## src/rmh_params.svh

```systemverilog
// Constants for the redundancy message handler: codes, frame positions, register map and reset values.
// Summary of operation
// Host status query: 02, address, 75, 03, checksum.
// Status reply: fourteen bytes, 06 first, 03 thirteenth.
// Reply byte 4: arrangement '1', '2' or 'N'.
// Byte 5 mode 'M'/'A'; byte 6 online '0'/'1'.
// Byte 7 unit identity A, B or S.
// Byte 8 priority, 'X' in 1:1 or standby.
// Byte 9 online unit; '@' without controller.
// Byte 10 coax position; '0' without controller.
// System number is two digits '00' to '10'.
// Host change frame: ten bytes, instruction 47.
// Online unit byte: A/B, A/B/S, unused in 1:N.
// Priority ignored 1:1, '1'-'2' 1:2, '1'-'8' 1:N.
// 1:1 accepts all changes except priority.
// 1:1 online change needs manual mode, offline unit.
// 1:2 standby: all but priority; A/B: priority only.
// Other good frames get five-byte acknowledge.
// Checksum checked; bad checksum means malformed frame.
// Malformed or foreign frames: no reply, no change.
`ifndef RMH_PARAMS_SVH
`define RMH_PARAMS_SVH

// ********************************************************************
// Frame codes and characters
// ********************************************************************
`define RMH_STX       8'h02
`define RMH_ETX       8'h03
`define RMH_ACK       8'h06
`define RMH_INS_STAT  8'h75
`define RMH_INS_CHG   8'h47
`define RMH_CH_0      8'h30
`define RMH_CH_1      8'h31
`define RMH_CH_2      8'h32
`define RMH_CH_AT     8'h40
`define RMH_CH_A      8'h41
`define RMH_CH_B      8'h42
`define RMH_CH_M      8'h4D
`define RMH_CH_N      8'h4E
`define RMH_CH_S      8'h53
`define RMH_CH_X      8'h58
`define RMH_DIG_MAX   8'h09
`define RMH_PRIO_MAX2 8'h01
`define RMH_PRIO_MAXN 8'h07
`define RMH_SYS_MAX   4'hA

// ********************************************************************
// Frame lengths and zero-based byte positions
// ********************************************************************
`define RMH_LEN_NONE  4'h0
`define RMH_LEN_SREQ  4'h5
`define RMH_LEN_CREQ  4'hA
`define RMH_LEN_SRPL  4'hE
`define RMH_LEN_ACK   4'h5
`define RMH_POS_STX   4'h0
`define RMH_POS_ADDR  4'h1
`define RMH_POS_INS   4'h2
`define RMH_POS_ONE   4'h1
`define RMH_POS_TWO   4'h2
`define RMH_CHG_MODE  4'h3
`define RMH_CHG_UNIT  4'h4
`define RMH_CHG_PRIO  4'h5
`define RMH_CHG_SYSH  4'h6
`define RMH_CHG_SYSL  4'h7
`define RMH_RPL_ARR   4'h3
`define RMH_RPL_MODE  4'h4
`define RMH_RPL_ONL   4'h5
`define RMH_RPL_ID    4'h6
`define RMH_RPL_PRIO  4'h7
`define RMH_RPL_OUNIT 4'h8
`define RMH_RPL_COAX  4'h9
`define RMH_RPL_SYSH  4'hA
`define RMH_RPL_SYSL  4'hB
`define RMH_RPL_ETX   4'hC

// ********************************************************************
// Register map and reset values
// ********************************************************************
`define RMH_ADDR_CFG  4'h0
`define RMH_ADDR_SET  4'h4
`define RMH_ADDR_STAT 4'h8
`define RMH_CFG_RST   15'h0000
`define RMH_SET_RST   10'h000
`define RMH_CNT_RST   8'h00
`define RMH_CNT_ONE   8'h01
`define RMH_IDX_ONE   4'h1

`endif

```

## src/rmh_pkg.sv

```systemverilog
// Types shared by the redundancy message handler.
`default_nettype none
package rmh_pkg;

	// ********************************************************************
	// Enumerations
	// ********************************************************************
	typedef enum logic [1:0] {RMH_ARR_1F1 = 2'b00, RMH_ARR_1F2 = 2'b01, RMH_ARR_1FN = 2'b10} rmh_arr_t;
	typedef enum logic [1:0] {RMH_U_A = 2'b00, RMH_U_B = 2'b01, RMH_U_S = 2'b10} rmh_unit_t;
	typedef enum logic {RMH_ST_RX = 1'b0, RMH_ST_TX = 1'b1} rmh_state_t;
	typedef enum logic {RMH_RK_STAT = 1'b0, RMH_RK_ACK = 1'b1} rmh_kind_t;

	// ********************************************************************
	// Carriers
	// ********************************************************************
	typedef struct packed {
		logic       valid;
		logic [7:0] data;
	} rmh_byte_t;

	// Static configuration written by software; address sits in the low byte.
	typedef struct packed {
		logic       coax;
		logic       ctrl;
		logic       online;
		rmh_unit_t  id;
		rmh_arr_t   arr;
		logic [7:0] addr;
	} rmh_cfg_t;

	// Settings that change requests may modify; priority is stored as digit minus one.
	typedef struct packed {
		logic [3:0] sys;
		logic [2:0] prio;
		rmh_unit_t  ounit;
		logic       auto_mode;
	} rmh_set_t;

endpackage
`default_nettype wire

```

## src/rmh_msg_handler.sv

```systemverilog
// Redundancy status and change message handler with a small register port.
//
// Implementation choices: the register offsets and the address-and-strobe port.
`timescale 1ns/100ps
`default_nettype none
`include "rmh_params.svh"
module rmh_msg_handler (
	// Clock and reset.
	input  wire logic               clk,
	input  wire logic               srst,
	// Received bytes from the link framer.
	input  wire rmh_pkg::rmh_byte_t rx,
	// Transmitted bytes towards the link framer.
	input  wire logic               tx_ready,
	output var  rmh_pkg::rmh_byte_t tx,
	// Register port.
	input  wire logic [3:0]         bus_addr,
	input  wire logic [31:0]        bus_wdata,
	input  wire logic               bus_wr,
	input  wire logic               bus_rd,
	output var  logic [31:0]        bus_rdata
);
	import rmh_pkg::*;

	// ********************************************************************
	// State
	// ********************************************************************
	rmh_state_t  state_ff, nxt_state;
	rmh_kind_t   kind_ff, nxt_kind;
	logic [3:0]  idx_ff, nxt_idx;
	logic [3:0]  len_ff, nxt_len;
	logic [7:0]  sum_ff, nxt_sum;
	logic [7:0]  frm_ff [0:9];
	logic [7:0]  nxt_frm [0:9];
	rmh_cfg_t    cfg_ff, nxt_cfg;
	rmh_set_t    set_ff, nxt_set;
	logic [7:0]  cnt_ok_ff, nxt_cnt_ok;
	logic [7:0]  cnt_bad_ff, nxt_cnt_bad;
	rmh_byte_t   tx_ff, nxt_tx;
	logic [31:0] rdata_ff, nxt_rdata;

	// ********************************************************************
	// Frame checks on the final byte
	// ********************************************************************
	logic       fin, hdr_ok, stat_ok, chg_ok;
	logic       mode_ok, sys_ok, unit_ok, prio_ok;
	logic       ap_mode, ap_unit, ap_prio, ap_sys;
	logic [7:0] sys_lo, prio_d;
	logic [3:0] sys_val;
	rmh_unit_t  unit_req;
	logic       set_wr;

	assign set_wr = bus_wr && (bus_addr == `RMH_ADDR_SET);

	// The checksum is the byte sum from the start byte through the end byte.
	always_comb begin
		fin = (state_ff == RMH_ST_RX) && rx.valid && (idx_ff > `RMH_POS_INS) && (idx_ff == len_ff - `RMH_IDX_ONE);
		hdr_ok = (frm_ff[`RMH_POS_ADDR] == cfg_ff.addr)
			&& (frm_ff[idx_ff - `RMH_IDX_ONE] == `RMH_ETX)
			&& (rx.data == sum_ff);
		stat_ok = fin && hdr_ok && (frm_ff[`RMH_POS_INS] == `RMH_INS_STAT);
		mode_ok = (frm_ff[`RMH_CHG_MODE] == `RMH_CH_M) || (frm_ff[`RMH_CHG_MODE] == `RMH_CH_A);
		sys_lo = frm_ff[`RMH_CHG_SYSL] - `RMH_CH_0;
		sys_ok = ((frm_ff[`RMH_CHG_SYSH] == `RMH_CH_0) && (sys_lo <= `RMH_DIG_MAX))
			|| ((frm_ff[`RMH_CHG_SYSH] == `RMH_CH_1) && (frm_ff[`RMH_CHG_SYSL] == `RMH_CH_0));
		sys_val = (frm_ff[`RMH_CHG_SYSH] == `RMH_CH_1) ? `RMH_SYS_MAX : sys_lo[3:0];
		prio_d = frm_ff[`RMH_CHG_PRIO] - `RMH_CH_1;
		unit_req = (frm_ff[`RMH_CHG_UNIT] == `RMH_CH_B) ? RMH_U_B
			: ((frm_ff[`RMH_CHG_UNIT] == `RMH_CH_S) ? RMH_U_S : RMH_U_A);
		unit_ok = 1'b0;
		prio_ok = 1'b0;
		ap_mode = 1'b0;
		ap_unit = 1'b0;
		ap_prio = 1'b0;
		ap_sys = 1'b0;
		// Only the fields that the arrangement lets change are checked for range.
		case (cfg_ff.arr)
			RMH_ARR_1F1: begin
				unit_ok = (frm_ff[`RMH_CHG_UNIT] == `RMH_CH_A) || (frm_ff[`RMH_CHG_UNIT] == `RMH_CH_B);
				prio_ok = mode_ok && sys_ok && unit_ok;
				ap_mode = 1'b1;
				ap_sys = 1'b1;
				ap_unit = !set_ff.auto_mode && !cfg_ff.online;
			end
			RMH_ARR_1F2: begin
				if (cfg_ff.id == RMH_U_S) begin
					unit_ok = (frm_ff[`RMH_CHG_UNIT] == `RMH_CH_A) || (frm_ff[`RMH_CHG_UNIT] == `RMH_CH_B)
						|| (frm_ff[`RMH_CHG_UNIT] == `RMH_CH_S);
					prio_ok = mode_ok && sys_ok && unit_ok;
					ap_mode = 1'b1;
					ap_unit = 1'b1;
					ap_sys = 1'b1;
				end else begin
					prio_ok = prio_d <= `RMH_PRIO_MAX2;
					ap_prio = 1'b1;
				end
			end
			RMH_ARR_1FN: begin
				prio_ok = mode_ok && sys_ok && (prio_d <= `RMH_PRIO_MAXN);
				ap_mode = 1'b1;
				ap_prio = 1'b1;
				ap_sys = 1'b1;
			end
			default: begin
				prio_ok = 1'b0;
			end
		endcase
		chg_ok = fin && hdr_ok && (frm_ff[`RMH_POS_INS] == `RMH_INS_CHG) && prio_ok;
	end

	// ********************************************************************
	// Reply byte selection
	// ********************************************************************
	logic [7:0] rpl;

	// The end byte is placed just before the checksum, so one test serves both reply kinds.
	always_comb begin
		rpl = `RMH_ETX;
		if (idx_ff != len_ff - `RMH_POS_TWO) begin
			case (idx_ff)
				`RMH_POS_ADDR: rpl = cfg_ff.addr;
				`RMH_POS_INS: rpl = frm_ff[`RMH_POS_INS];
				`RMH_RPL_ARR: rpl = (cfg_ff.arr == RMH_ARR_1F1) ? `RMH_CH_1
					: ((cfg_ff.arr == RMH_ARR_1F2) ? `RMH_CH_2 : `RMH_CH_N);
				`RMH_RPL_MODE: rpl = set_ff.auto_mode ? `RMH_CH_A : `RMH_CH_M;
				`RMH_RPL_ONL: rpl = cfg_ff.online ? `RMH_CH_1 : `RMH_CH_0;
				`RMH_RPL_ID: rpl = (cfg_ff.id == RMH_U_B) ? `RMH_CH_B
					: ((cfg_ff.id == RMH_U_S && cfg_ff.arr == RMH_ARR_1F2) ? `RMH_CH_S : `RMH_CH_A);
				`RMH_RPL_PRIO: rpl = (cfg_ff.arr == RMH_ARR_1F1 || cfg_ff.id == RMH_U_S) ? `RMH_CH_X
					: `RMH_CH_1 + {5'h00, set_ff.prio};
				`RMH_RPL_OUNIT: begin
					if (!cfg_ff.ctrl) begin
						rpl = `RMH_CH_AT;
					end else if (cfg_ff.arr == RMH_ARR_1F1
						|| (cfg_ff.arr == RMH_ARR_1F2 && cfg_ff.id == RMH_U_S)) begin
						rpl = (set_ff.ounit == RMH_U_B) ? `RMH_CH_B
							: ((set_ff.ounit == RMH_U_S) ? `RMH_CH_S : `RMH_CH_A);
					end else begin
						rpl = `RMH_CH_X;
					end
				end
				`RMH_RPL_COAX: rpl = !cfg_ff.ctrl ? `RMH_CH_0 : (cfg_ff.coax ? `RMH_CH_2 : `RMH_CH_1);
				`RMH_RPL_SYSH: rpl = (set_ff.sys == `RMH_SYS_MAX) ? `RMH_CH_1 : `RMH_CH_0;
				`RMH_RPL_SYSL: rpl = (set_ff.sys == `RMH_SYS_MAX) ? `RMH_CH_0 : `RMH_CH_0 + {4'h0, set_ff.sys};
				default: rpl = `RMH_ETX;
			endcase
		end
	end

	// ********************************************************************
	// Next-state logic: receiver, transmitter and registers
	// ********************************************************************
	// The receiver ignores bytes while a reply is out; the link is half duplex.
	always_comb begin
		nxt_state = state_ff;
		nxt_kind = kind_ff;
		nxt_idx = idx_ff;
		nxt_len = len_ff;
		nxt_sum = sum_ff;
		nxt_frm = frm_ff;
		nxt_cfg = cfg_ff;
		nxt_set = set_ff;
		nxt_cnt_ok = cnt_ok_ff;
		nxt_cnt_bad = cnt_bad_ff;
		nxt_tx = tx_ff;
		nxt_rdata = 32'h0000_0000;
		if (bus_wr && bus_addr == `RMH_ADDR_CFG) begin
			nxt_cfg = rmh_cfg_t'(bus_wdata[$bits(rmh_cfg_t)-1:0]);
		end
		if (set_wr) begin
			nxt_set = rmh_set_t'(bus_wdata[$bits(rmh_set_t)-1:0]);
		end
		if (bus_rd) begin
			case (bus_addr)
				`RMH_ADDR_CFG: nxt_rdata = 32'(cfg_ff);
				`RMH_ADDR_SET: nxt_rdata = 32'(set_ff);
				`RMH_ADDR_STAT: nxt_rdata = 32'({state_ff == RMH_ST_TX, cnt_bad_ff, cnt_ok_ff});
				default: nxt_rdata = 32'h0000_0000;
			endcase
		end
		case (state_ff)
			RMH_ST_RX: begin
				if (rx.valid) begin
					nxt_frm[idx_ff] = rx.data;
					nxt_sum = sum_ff + rx.data;
					nxt_idx = idx_ff + `RMH_IDX_ONE;
					if (idx_ff == `RMH_POS_STX) begin
						nxt_sum = rx.data;
						nxt_idx = (rx.data == `RMH_STX) ? `RMH_POS_ONE : `RMH_POS_STX;
					end else if (idx_ff == `RMH_POS_INS) begin
						nxt_len = (rx.data == `RMH_INS_STAT) ? `RMH_LEN_SREQ
							: ((rx.data == `RMH_INS_CHG) ? `RMH_LEN_CREQ : `RMH_LEN_NONE);
						if (nxt_len == `RMH_LEN_NONE) begin
							nxt_idx = `RMH_POS_STX;
							nxt_cnt_bad = cnt_bad_ff + `RMH_CNT_ONE;
						end
					end else if (fin) begin
						nxt_idx = `RMH_POS_STX;
						if (stat_ok || chg_ok) begin
							nxt_state = RMH_ST_TX;
							nxt_kind = stat_ok ? RMH_RK_STAT : RMH_RK_ACK;
							nxt_len = stat_ok ? `RMH_LEN_SRPL : `RMH_LEN_ACK;
							nxt_idx = `RMH_POS_ONE;
							nxt_tx = '{valid: 1'b1, data: `RMH_ACK};
							nxt_sum = `RMH_ACK;
							nxt_cnt_ok = cnt_ok_ff + `RMH_CNT_ONE;
						end else begin
							nxt_cnt_bad = cnt_bad_ff + `RMH_CNT_ONE;
						end
						if (chg_ok) begin
							nxt_set.auto_mode = ap_mode ? (frm_ff[`RMH_CHG_MODE] == `RMH_CH_A) : nxt_set.auto_mode;
							nxt_set.ounit = ap_unit ? unit_req : nxt_set.ounit;
							nxt_set.prio = ap_prio ? prio_d[2:0] : nxt_set.prio;
							nxt_set.sys = ap_sys ? sys_val : nxt_set.sys;
						end
					end
				end
			end
			RMH_ST_TX: begin
				if (tx_ready) begin
					if (idx_ff == len_ff) begin
						nxt_tx = '{valid: 1'b0, data: `RMH_CNT_RST};
						nxt_state = RMH_ST_RX;
						nxt_idx = `RMH_POS_STX;
					end else begin
						nxt_tx.data = (idx_ff == len_ff - `RMH_IDX_ONE) ? sum_ff : rpl;
						nxt_sum = sum_ff + rpl;
						nxt_idx = idx_ff + `RMH_IDX_ONE;
					end
				end
			end
			default: begin
				nxt_state = RMH_ST_RX;
			end
		endcase
	end

	// Registers only; every value comes from the process above.
	always_ff @(posedge clk) begin
		if (srst) begin
			state_ff <= RMH_ST_RX;
			kind_ff <= RMH_RK_STAT;
			idx_ff <= `RMH_POS_STX;
			len_ff <= `RMH_LEN_NONE;
			sum_ff <= `RMH_CNT_RST;
			frm_ff <= '{default: `RMH_CNT_RST};
			cfg_ff <= rmh_cfg_t'(`RMH_CFG_RST);
			set_ff <= rmh_set_t'(`RMH_SET_RST);
			cnt_ok_ff <= `RMH_CNT_RST;
			cnt_bad_ff <= `RMH_CNT_RST;
			tx_ff <= '{valid: 1'b0, data: `RMH_CNT_RST};
			rdata_ff <= 32'h0000_0000;
		end else begin
			state_ff <= nxt_state;
			kind_ff <= nxt_kind;
			idx_ff <= nxt_idx;
			len_ff <= nxt_len;
			sum_ff <= nxt_sum;
			frm_ff <= nxt_frm;
			cfg_ff <= nxt_cfg;
			set_ff <= nxt_set;
			cnt_ok_ff <= nxt_cnt_ok;
			cnt_bad_ff <= nxt_cnt_bad;
			tx_ff <= nxt_tx;
			rdata_ff <= nxt_rdata;
		end
	end

	assign tx = tx_ff;
	assign bus_rdata = rdata_ff;

	logic [3:0] pos;
	logic       sv;
	assign pos = idx_ff - `RMH_IDX_ONE;
	assign sv = tx_ff.valid && (kind_ff == RMH_RK_STAT);
endmodule
`default_nettype wire

```

## config.mk

```make
export PLATFORM = sky130hd
export DESIGN_NAME = rmh_msg_handler
export DESIGN_NICKNAME = d
export VERILOG_FILES = /design/src/rmh_pkg.sv /design/src/rmh_msg_handler.sv
export VERILOG_INCLUDE_DIRS = /design/src
export SDC_FILE = /design/constraint.sdc
export NUM_CORES = 1
export LEC_CHECK = 0
export BUFFER_PORTS_ARGS = -buffer_cell sky130_fd_sc_hd__buf_2
export CAP_MARGIN = 0
export CORE_MARGIN = 1
export CORE_UTILIZATION = 51
export DETAILED_ROUTE_END_ITERATION = 7
export MAX_ROUTING_LAYER = met4
export PLACE_DENSITY = 0.7
export SLEW_MARGIN = 20
export SYNTH_ARGS = -nofsm -noshare
export SYNTH_HDL_FRONTEND = slang
export SYNTH_SLANG_ARGS = --single-unit
```

## constraint.sdc

```tcl
create_clock -name clk -period 10.75 [get_ports clk]
set_input_delay 0.5375 -clock clk [delete_from_list [all_inputs] [get_ports clk]]
set_output_delay 0.5375 -clock clk [all_outputs]
set_load 0.05 [all_outputs]
```

==> flow_summary.json, run 1 <==
{
  "fillers": 1656,
  "violations": "design-rule violations",
  "cts_root_buffer": "clkbuf_16",
  "synth_warnings": 0,
  "fmax_mhz": 212.7,
  "synth_edf_count": 0,
  "r2r_setup_slack_ns": 6.05,
  "antenna_found_initial": 0,
  "synthCells": 1110,
  "finalCritPeriodShare_pct": 43.73,
  "period_minus_slack_ns": 4.701,
  "htreeDepth": 4,
  "io_buffers": 58,
  "power.density_nw_per_um2": 134.2,
  "synth_area_um2": 9051,
  "route.detailed.drc": 6,
  "post_cts_resized": 0,
  "grt_pass1_vias": 7558,
  "tightest_slew_ns": 1.188,
  "cts_buffers": 17,
  "drtPass1Iterations": 8,
  "p_int_w": 0.0009658,
  "crit_chain": "ha_1 -> nor3_1 -> a22oi_1 -> nand2_1 -> a21oi_1 -> nand3_1 -> ha_1 -> fa_1 -> a21o_1 -> a21oi_1 -> o21bai_1 -> a21oi_1 -> xnor2_1 -> a21oi_1 -> a311oi_1",
  "drv_slew": 0,
  "setup_violations": 0,
  "fin_hold_ws_ns": 0.3359,
  "die_y_um": 135.2,
  "hold_viol_final": 0,
  "p_sw_w": 0.0003696,
  "peakVddDrop_uv": 110.2,
  "power_frac_seq_pct": 46.5,
  "slew_headroom_pct": 20.28,
  "seq_area_um2": 3263,
  "cts_hold_buf": 0,
  "core_region_area_um2": 17300,
  "place_congestion": 0.9459,
  "synth.avg_cell_area_um2": 8.154,
  "viasPerCell": 6.106,
  "cp_num_buf_inv": 0,
  "yosysSeqAreaShare_pct": 36.05,
  "cp-start-kind": "flop",
  "globalRouteOverflowTotal": 0,
  "vias": 8328,
  "cts_tree": "built",
  "dieArea_um2": 18280,
  "yosys_register_bits": 163,
  "first_iter_violations": 1255,
  "grt_usage_pct": 29.04,
  "ys_async_sr_fraction_pct": 0,
  "postRouteAntennaNets": 0,
  "crit_path_max_fanout": 23,
  "grt_max_degree": 82,
  "hp-class": "in2reg",
  "crit_family": "adder cells",
  "diodes": 0,
  "synthFlopType": "dfxtp_1",
  "multi_input_area_um2": 5373,
  "maxCapViolCount": 0,
  "dieWidth_um": 135.2,
  "ios": 91,
  "leakage_nw": 3.874,
  "critical_path.max_stage_delay_ns": 0.96,
  "crit_top_cell": "a21oi_1",
  "place_hpwl_um": 17480,
  "rsz0062_at_grt": "no",
  "power_frac_comb_pct": 9.2,
  "wl_um": 25500,
  "area_growth_pct": 9.939,
  "path_class": "reg2reg",
  "ys_types": 78,
  "initial_utilization_pct": 52.33,
  "endpoint_kind": "flop",
  "cts.sinks": 163,
  "swShare_pct": 27.68,
  "clkTransAtPathRegs_ns": 0.07,
  "pwr-share-clk_pct": 44.3,
  "arrival_ns": 5.04,
  "drt-wirelength-per-cell_um": 18.70,
  "crit_path_top_delay_cell": "ha_1",
  "layout.nets": 1213,
  "grt_pass1_wl_um": 39960,
  "drive_gt1_share_pct": 10.80,
  "status": "complete, but fails checks",
  "cts_setup_buffers": 0,
  "num_rows": 48,
  "clk_path_buf_depth": 2,
  "clock_skew_ns": 0.01268,
  "fin_tns_setup_ns": 0,
  "critPathRequiredTime_ns": 11.09,
  "worst_skew_pair.late_latency_ns": 0.44
}
metal layers:
| metal | GRT usage (%) | up-vias | share of wire [%] |
|---|---|---|---|
| met5 | - | - | 0 |
| met4 | 11.05 | 0 | 2.6 |
| met3 | 4.115 | 67 | 7.0 |
| met2 | 45.75 | 344 | 47 |
| met1 | 37.61 | 3929 | 44 |
| li1 | - | 3988 | - |
worst paths after layout:
check | from | depth (start not counted) | endpoint
max | idx_ff[0]$_SDFFE_PP0P_ | 15 | sum_ff[6]$_SDFFE_PP0P_
min | bus_wdata[14] | 3 | cfg_ff[14]$_SDFFE_PP0P_
min reg2reg | tx[8]$_SDFFE_PP0P_ | 2 | tx[8]$_SDFFE_PP0P_
max reg2reg | idx_ff[0]$_SDFFE_PP0P_ | 15 | sum_ff[6]$_SDFFE_PP0P_
cells by family (layout without fill, tap and decap cells):
| kind of cell | after synthesis | in the layout | share of synthesized area, % |
|---|---|---|---|
| and+or+nand+nor | 457 | 457 | 24.81 |
| AOI/OAI and AO/OA | 230 | 230 | 16.26 |
| DFF | 163 | 163 | 36.05 |
| buffers and inverters | 114 | 129 | 5.405 |
| muxes | 68 | 68 | 8.114 |
| xor gates and xnor gates | 40 | 40 | 4.036 |
| adders and majority gates | 37 | 37 | 5.281 |
| other | 1 | 15 | 0.04143 |
layout by cell type (no fill, tap or decap), drive strengths merged, types with 13 or more instances in the layout:
master and instances:
nor2b 13, xnor2 27, o21ai 28, nand4 19
nor4 18, ha 35, nor3 14, mux2 13
dfxtp 163, clkbuf 19, conb 15, mux2i 52
a21oi 106, nand2 123, nand3 78, inv 38
buf 65, nor2 124
flip-flops by register name, summed over array words and instances (netlist names):
name / count
state_ff: 1
bus_rdata: 17
len_ff: 3
frm_ff: 80
cfg_ff: 15
cnt_bad_ff: 8
tx: 9
set_ff: 10
idx_ff: 4
sum_ff: 8
cnt_ok_ff: 8
Yosys cell counts (4+ instances only):
| cell | instances | area, um^2 |
|---|---|---|
| dfxtp_1 | 163 | 3263 |
| nor2_1 | 124 | 465.5 |
| nand2_1 | 122 | 457.9 |
| a21oi_1 | 105 | 525.5 |
| nand3_1 | 77 | 385.4 |
| clkbuf_1 | 62 | 232.7 |
| mux2i_1 | 52 | 520.5 |
| ha_1 | 35 | 437.9 |
| inv_1 | 31 | 116.4 |
| o21ai_0 | 27 | 135.1 |
| xnor2_1 | 27 | 236.5 |
| nand4_1 | 19 | 118.9 |
| nor4_1 | 18 | 112.6 |
| buf_4 | 15 | 112.6 |
| nor2b_1 | 13 | 81.33 |
| nor3_1 | 13 | 65.06 |
| and3_1 | 12 | 75.07 |
| xor2_1 | 12 | 105.1 |
| a222oi_1 | 10 | 100.1 |
| a211oi_1 | 9 | 67.56 |
| a22oi_1 | 9 | 67.56 |
| nand2b_1 | 9 | 56.30 |
| o31ai_1 | 8 | 60.06 |
| a31oi_1 | 7 | 43.79 |
| mux2_2 | 7 | 78.83 |
| nor4b_1 | 7 | 61.31 |
| a311oi_1 | 6 | 52.55 |
| mux2_1 | 6 | 67.56 |
| nand3b_1 | 6 | 45.04 |
| nor3b_1 | 6 | 45.04 |
| a21o_1 | 5 | 37.54 |
| a221oi_1 | 5 | 43.79 |
| or3_1 | 5 | 31.28 |
| a311o_1 | 4 | 40.04 |
metrics by stage:
| step | power, W | setup WS (ns) | area (um^2) | cells | util (%) |
|---|---|---|---|---|---|
| floorplan | 0.0007239 | 7.291 | 9104 | 1124 | - |
| global placement | 0.0007526 | 6.224 | 9383 | 1332 | 54.25 |
| detailed placement | 0.0007543 | 6.184 | 9383 | 1332 | 54.25 |
| CTS | 0.001337 | 6.146 | 9951 | 1364 | 57.53 |
| global route | 0.001374 | 5.791 | 9951 | 1364 | 57.53 |
| finish | 0.001335 | 6.049 | 9951 | 1364 | 57.53 |
power by group through the flow:
stage	clock network [W]	registers, W	logic [W]
2_1_floorplan	0	0.000630	0.0000943
3_3_place_gp	0	0.000634	0.000119
3_5_place_dp	0	0.000634	0.000120
4_1_cts	0.000595	0.000620	0.000121
5_1_grt	0.000620	0.000621	0.000133
6_report	0.000592	0.000620	0.000123
worst reg2reg max path: stages, from the launching register on:
cell,delay [ns]
dfxtp_1,0.83
ha_1,0.96
nor3_1,0.15
a22oi_1,0.19
nand2_1,0.25
a21oi_1,0.19
nand3_1,0.18
ha_1,0.27
fa_1,0.41
a21o_1,0.18
a21oi_1,0.22
o21bai_1,0.09
a21oi_1,0.18
xnor2_1,0.15
a21oi_1,0.09
a311oi_1,0.30
final cells by class:
type / instances / share of cell area [%]
clock buffers: 19 / 4.552
well taps: 225 / 2.829
clock inverters: 13 / 1.157
inverters: 32 / 1.207
multi-input cells: 847 / 53.99
flip-flops and latches: 163 / 32.79
repair buffers: 65 / 3.470
(Power assumes the default switching activity.)
==> run 2, diff against run 1 <==
--- a/config.mk
+++ b/config.mk
@@ -12,7 +12,7 @@
 export CORE_UTILIZATION = 51
 export DETAILED_ROUTE_END_ITERATION = 7
 export MAX_ROUTING_LAYER = met4
-export PLACE_DENSITY = 0.7
+export PLACE_DENSITY = 0.73
 export SLEW_MARGIN = 20
 export SYNTH_ARGS = -nofsm -noshare
 export SYNTH_HDL_FRONTEND = slang
==> constraint.sdc (replaced) <==
create_clock -name clk -period 4 [get_ports clk]
set_input_delay 0.2 -clock clk [delete_from_list [all_inputs] [get_ports clk]]
set_output_delay 0.2 -clock clk [all_outputs]
set_load 0.05 [all_outputs]
==> run 2 against run 1 <==
  * The flow now finishes without violations
  * Power increased to 2.7 times the previous value
  * Clock power grew to 2.7 times the previous value
  * Combinational power rose to 2.8 times the previous value
  * Critical path depth did not move
  * Cell area is 1.8% higher
  * Sequential power increased to 2.7 times the previous value
  * Routed wire length rose by 2.5%
  * Flip-flop and latch count unchanged
  * Largest cell class unchanged
==> flow_summary.json, run 2 (synthesis results as in run 1) <==
{
  "maxCapViolCount": 0,
  "p_int_w": 0.002690,
  "worstHoldStart": "bus_wdata[12]",
  "pwr-share-clk_pct": 44.6,
  "rr_endpoint": "sum_ff[6]$_SDFFE_PP0P_",
  "antenna_found_initial": 0,
  "crit_path_max_fanout": 10,
  "hold_viol_final": 0,
  "power_frac_comb_pct": 9.5,
  "viasPerCell": 6.133,
  "globalRouteOverflowTotal": 0,
  "status": "finished clean",
  "arrival_ns": 4.20,
  "diodes": 0,
  "tightest_slew_ns": 0.9441,
  "slew_headroom_pct": 37.06,
  "core_region_area_um2": 17300,
  "leakage_nw": 4.004,
  "dp_cells": 1351,
  "route.detailed.drc": 0,
  "drtPass1Iterations": 6,
  "p_sw_w": 0.0009431,
  "layout_commonest_cell": "dfxtp_1",
  "worst_skew_pair.late_latency_ns": 0.44,
  "die_y_um": 135.2,
  "finalNonFillerCells": 1383,
  "critPathRequiredTime_ns": 4.34,
  "final_util_pct": 58.56,
  "r2r_setup_slack_ns": 0.14,
  "setup_violations": 0,
  "path_class": "reg2reg",
  "power_frac_seq_pct": 45.8,
  "finalCritPeriodShare_pct": 96.48,
  "whs_endpoint": "cfg_ff[12]$_SDFFE_PP0P_",
  "place_hpwl_um": 18210,
  "power.density_nw_per_um2": 358.7,
  "placed_cell_area_um2": 9525,
  "cts_tree": "built",
  "cts_buffers": 17,
  "final_area_um2": 10130,
  "wl_um": 26150,
  "io_buffers": 58,
  "clkTransAtPathRegs_ns": 0.07,
  "drive_gt1_share_pct": 12.26,
  "place_congestion": 0.9154,
  "clock_skew_ns": 0.01080,
  "top_register": "frm_ff",
  "grt_pass1_wl_um": 41550,
  "dieArea_um2": 18280,
  "drv_slew": 0,
  "mostFrequentLayoutCells": "dfxtp_1, nor2_1, nand2_1, a21oi_1, nand3_1",
  "drt-wirelength-per-cell_um": 18.91,
  "initial_utilization_pct": 52.33,
  "peakVddDrop_uv": 296.9,
  "htreeDepth": 4,
  "reg2reg_from": "idx_ff[0]$_SDFFE_PP0P_",
  "vias": 8482,
  "power_w": 0.003633,
  "hp-class": "in2reg",
  "first_iter_violations": 923,
  "reg2reg_depth": 15,
  "layout.nets": 1234,
  "area_growth_pct": 11.90,
  "cts.sinks": 163,
  "swShare_pct": 25.96,
  "cp-start-kind": "flop",
  "period_minus_slack_ns": 3.859,
  "cts_root_buffer": "clkbuf_16",
  "num_rows": 48,
  "largest_reg_flops": 80,
  "dieWidth_um": 135.2,
  "grt_max_degree": 93,
  "ios": 91,
  "timing.hold.worst_path_depth": 3,
  "endpoint_kind": "flop",
  "grt_usage_pct": 30.18,
  "fin_hold_ws_ns": 0.01235,
  "fmax_mhz": 259.1,
  "grt_pass1_vias": 7752,
  "postRouteAntennaNets": 0,
  "clk_path_buf_depth": 2
}
-- run 2: cell count changes in the layout (fill, tap and decap cells not counted), moves of 2 or more --
| cell | delta |
|---|---|
| inv_8 | -2 |
| clkinvlp_4 | -3 |
| bufinv_16 | +2 |
| clkinv_2 | +3 |
| dlygate4sd3_1 | +2 |
| buf_4 | +19 |
-- run 2: worst max-delay path: stages, from the launching register on --
cell,delay (ns)
dfxtp_1,0.46
inv_2,0.18
ha_1,0.37
a221oi_1,0.39
o32ai_1,0.12
a21oi_1,0.18
nand3_1,0.18
ha_1,0.26
fa_1,0.42
a21o_1,0.19
a21oi_1,0.24
o21bai_1,0.11
a21oi_1,0.19
xnor2_1,0.14
a21oi_1,0.08
a311oi_1,0.26
-- run 2: how the worst max path moves through the flow --
stage,to,startpoint,depth (start not counted),slack [ns]
floorplan,sum_ff[6]$_SDFFE_PP0P_,idx_ff[1]$_SDFFE_PP0P_,17,0.54
global placement,sum_ff[6]$_SDFFE_PP0P_,idx_ff[1]$_SDFFE_PP0P_,15,0.39
detailed placement,sum_ff[6]$_SDFFE_PP0P_,idx_ff[0]$_SDFFE_PP0P_,15,0.32
CTS,sum_ff[6]$_SDFFE_PP0P_,idx_ff[1]$_SDFFE_PP0P_,15,0.27
global route,sum_ff[6]$_SDFFE_PP0P_,idx_ff[0]$_SDFFE_PP0P_,15,-0.007
finish,sum_ff[6]$_SDFFE_PP0P_,idx_ff[0]$_SDFFE_PP0P_,15,0.14
-- run 2: layout make-up --
class	instances	area, um^2
repair buffers	86	508.0
fillers	1597	7168
clock buffers	19	442.9
well taps	225	281.5
clock inverters	11	127.6
multi-input cells	847	5384
inverters	32	120.1
flip-flops and latches	163	3264
-- run 2: routing by layer --
metal / vias to the layer above / track usage (%) / part of all wire [%]
li1: 4029 / - / -
met1: 4028 / 39.43 / 44
met2: 358 / 46.47 / 46
met3: 67 / 4.938 / 6.9
met4: 0 / 11.92 / 3.1
met5: - / - / 0
-- run 2: power by group through the flow --
stage / Clock (W) / Sequential, W / Combinational (W)
final: 0.00162 / 0.00167 / 0.000346
after global routing: 0.00171 / 0.00167 / 0.000374
after CTS: 0.00164 / 0.00166 / 0.000339
after detailed placement: 0 / 0.00170 / 0.000334
after global placement: 0 / 0.00170 / 0.000328
after floorplan: 0 / 0.00169 / 0.000253
-- run 2: timing repair --
action,4_1_cts,5_1_grt
endpoints found under the setup margin,0,1
resized for setup,0,2
hold buffers,2,0
hold endpoints to repair,2,0
setup buffers,0,0
-- run 2: metrics by stage --
step | setup TNS (ns) | setup slack (ns)
after global routing | -0.007107 | -0.007107
after detailed placement | 0 | 0.3234
final | 0 | 0.1407
after global placement | 0 | 0.3865
after CTS | 0 | 0.2686
after floorplan | 0 | 0.5408
==> run 3, diff against run 2 <==
--- a/config.mk
+++ b/config.mk
@@ -9,10 +9,10 @@
 export BUFFER_PORTS_ARGS = -buffer_cell sky130_fd_sc_hd__buf_2
 export CAP_MARGIN = 0
 export CORE_MARGIN = 1
-export CORE_UTILIZATION = 51
+export CORE_UTILIZATION = 50
 export DETAILED_ROUTE_END_ITERATION = 7
 export MAX_ROUTING_LAYER = met4
-export PLACE_DENSITY = 0.73
+export PLACE_DENSITY = 0.72
 export SLEW_MARGIN = 20
 export SYNTH_ARGS = -nofsm -noshare
 export SYNTH_HDL_FRONTEND = slang
==> run 3 against run 2 <==
  * Clock-buffer cell count decreased by 1
  * Cell area increased by 0.44%
  * Clock power decreased by 2%
  * Highest routed layer unchanged
==> flow_summary.json, run 3 (synthesis results as in run 1) <==
{
  "status": "finished clean",
  "mostFrequentLayoutCells": "dfxtp_1, nor2_1, nand2_1, a21oi_1, nand3_1",
  "slew_headroom_pct": 29.52,
  "drive_gt1_share_pct": 12.79,
  "rsz0062_at_grt": "no",
  "place_congestion": 0.9431,
  "ios": 91,
  "power_w": 0.003588,
  "seq_area_um2": 3263,
  "io_buffers": 58,
  "finalCritPeriodShare_pct": 91.15,
  "hp-class": "in2reg",
  "fin_hold_ws_ns": 0.01259,
  "area_growth_pct": 12.40,
  "core_region_area_um2": 17480,
  "grt_usage_pct": 29.65,
  "post-place-ws_ns": 0.3588,
  "initial_utilization_pct": 51.79,
  "endpoint_kind": "flop",
  "wl_um": 25910,
  "place_hpwl_um": 18340,
  "largest_reg_flops": 80,
  "postRouteAntennaNets": 0,
  "cts.sinks": 163,
  "first_iter_violations": 809,
  "antenna_found_initial": 0,
  "layout_commonest_cell": "dfxtp_1",
  "htreeDepth": 4,
  "period_minus_slack_ns": 3.646,
  "drt-wirelength-per-cell_um": 18.64,
  "path_class": "reg2reg",
  "clk_path_buf_depth": 2,
  "placed_cell_area_um2": 9568,
  "cts_buffers": 17,
  "top_register": "frm_ff",
  "leakage_nw": 4.010,
  "drtPass1Iterations": 7,
  "fin_tns_setup_ns": 0,
  "worstHoldStart": "bus_wdata[11]",
  "reg2reg_from": "idx_ff[1]$_SDFFE_PP0P_",
  "num_rows": 48,
  "final_area_um2": 10170,
  "dieArea_um2": 18640,
  "startpoint": "idx_ff[1]$_SDFFE_PP0P_",
  "drv_slew": 0,
  "grt_max_degree": 99,
  "fillers": 1600,
  "hold_viol_final": 0,
  "vias": 8415,
  "maxCapViolCount": 0,
  "tightest_slew_ns": 1.056,
  "grt_pass1_wl_um": 41260,
  "peakVddDrop_uv": 293.0,
  "cts_setup_buffers": 0,
  "setup_slack_ns": 0.3540,
  "route.detailed.drc": 0,
  "clkTransAtPathRegs_ns": 0.07,
  "cp-start-kind": "flop",
  "multi_input_area_um2": 5381,
  "cts_tree": "built",
  "crit_path_max_fanout": 9,
  "clock_skew_ns": 0.007644,
  "cts_root_buffer": "clkbuf_16",
  "worst_skew_pair.late_latency_ns": 0.43,
  "layout.nets": 1239,
  "power.density_nw_per_um2": 352.7,
  "grt_pass1_vias": 7712,
  "viasPerCell": 6.054,
  "dieWidth_um": 136.5,
  "diodes": 0,
  "arrival_ns": 3.98,
  "fmax_mhz": 274.3,
  "setup_violations": 0,
  "globalRouteOverflowTotal": 0,
  "die_y_um": 136.5,
  "critPathRequiredTime_ns": 4.34
}
==> run 3: worst paths after layout <==
check,to,slack (ns),depth (start not counted)
hold reg to reg,frm_ff[30]$_SDFFE_PP0P_,0.47,2
setup reg to reg,sum_ff[6]$_SDFFE_PP0P_,0.35,17
setup / recovery,sum_ff[6]$_SDFFE_PP0P_,0.35,17
hold / removal,cfg_ff[11]$_SDFFE_PP0P_,0.01,3
==> run 3: metal layers <==
| layer | vias up | share of wire, % | wire (um) | GRT usage [%] |
|---|---|---|---|---|
| li1 | 4038 | - | - | - |
| met1 | 3967 | 44 | 11360 | 38.48 |
| met5 | - | 0 | 0 | - |
| met4 | 0 | 3.0 | 779 | 11.91 |
| met3 | 56 | 7.1 | 1847 | 4.889 |
| met2 | 354 | 46 | 11920 | 45.83 |
==> run 3: cell type report <==
cell class / instances / area share [%]
Multi-Input combinational cell: 847 / 52.90
Sequential cell: 163 / 32.07
Timing Repair Buffer: 91 / 5.510
Clock buffer: 18 / 4.317
Tap cell: 225 / 2.767
Clock inverter: 14 / 1.254
Inverter: 32 / 1.181
==> run 3: power by group <==
group          total, W  leakage [nW]  switching, W  internal [W]
Sequential      0.00166          1.32     0.0000232       0.00164
Clock           0.00158         0.275      0.000697      0.000879
Combinational  0.000347          2.42      0.000230      0.000117
==> run 3: per-stage QoR <==
step	instances	util [%]
floorplan	1124	-
global placement	1355	54.75
detailed placement	1355	54.75
CTS	1390	58.16
global route	1390	58.21
finish	1390	58.21
==> run 3: what timing repair did <==
action | CTS | global route
setup endpoints to repair | 0 | 2
endpoints found under the hold margin | 3 | 0
gates resized for setup | 0 | 3
hold buffers | 3 | 0
==> run 3: critical path, cell delays in order, from the launching register on <==
cell	delay, ns
dfxtp_1	0.37
inv_1	0.16
ha_1	0.36
buf_4	0.23
nor3_1	0.07
a22oi_1	0.16
nand2_1	0.12
a21oi_1	0.12
nand3_1	0.16
ha_1	0.26
fa_1	0.41
a21o_1	0.18
a21oi_1	0.22
o21bai_1	0.09
a21oi_1	0.17
xnor2_1	0.13
a21oi_1	0.08
a311oi_1	0.26
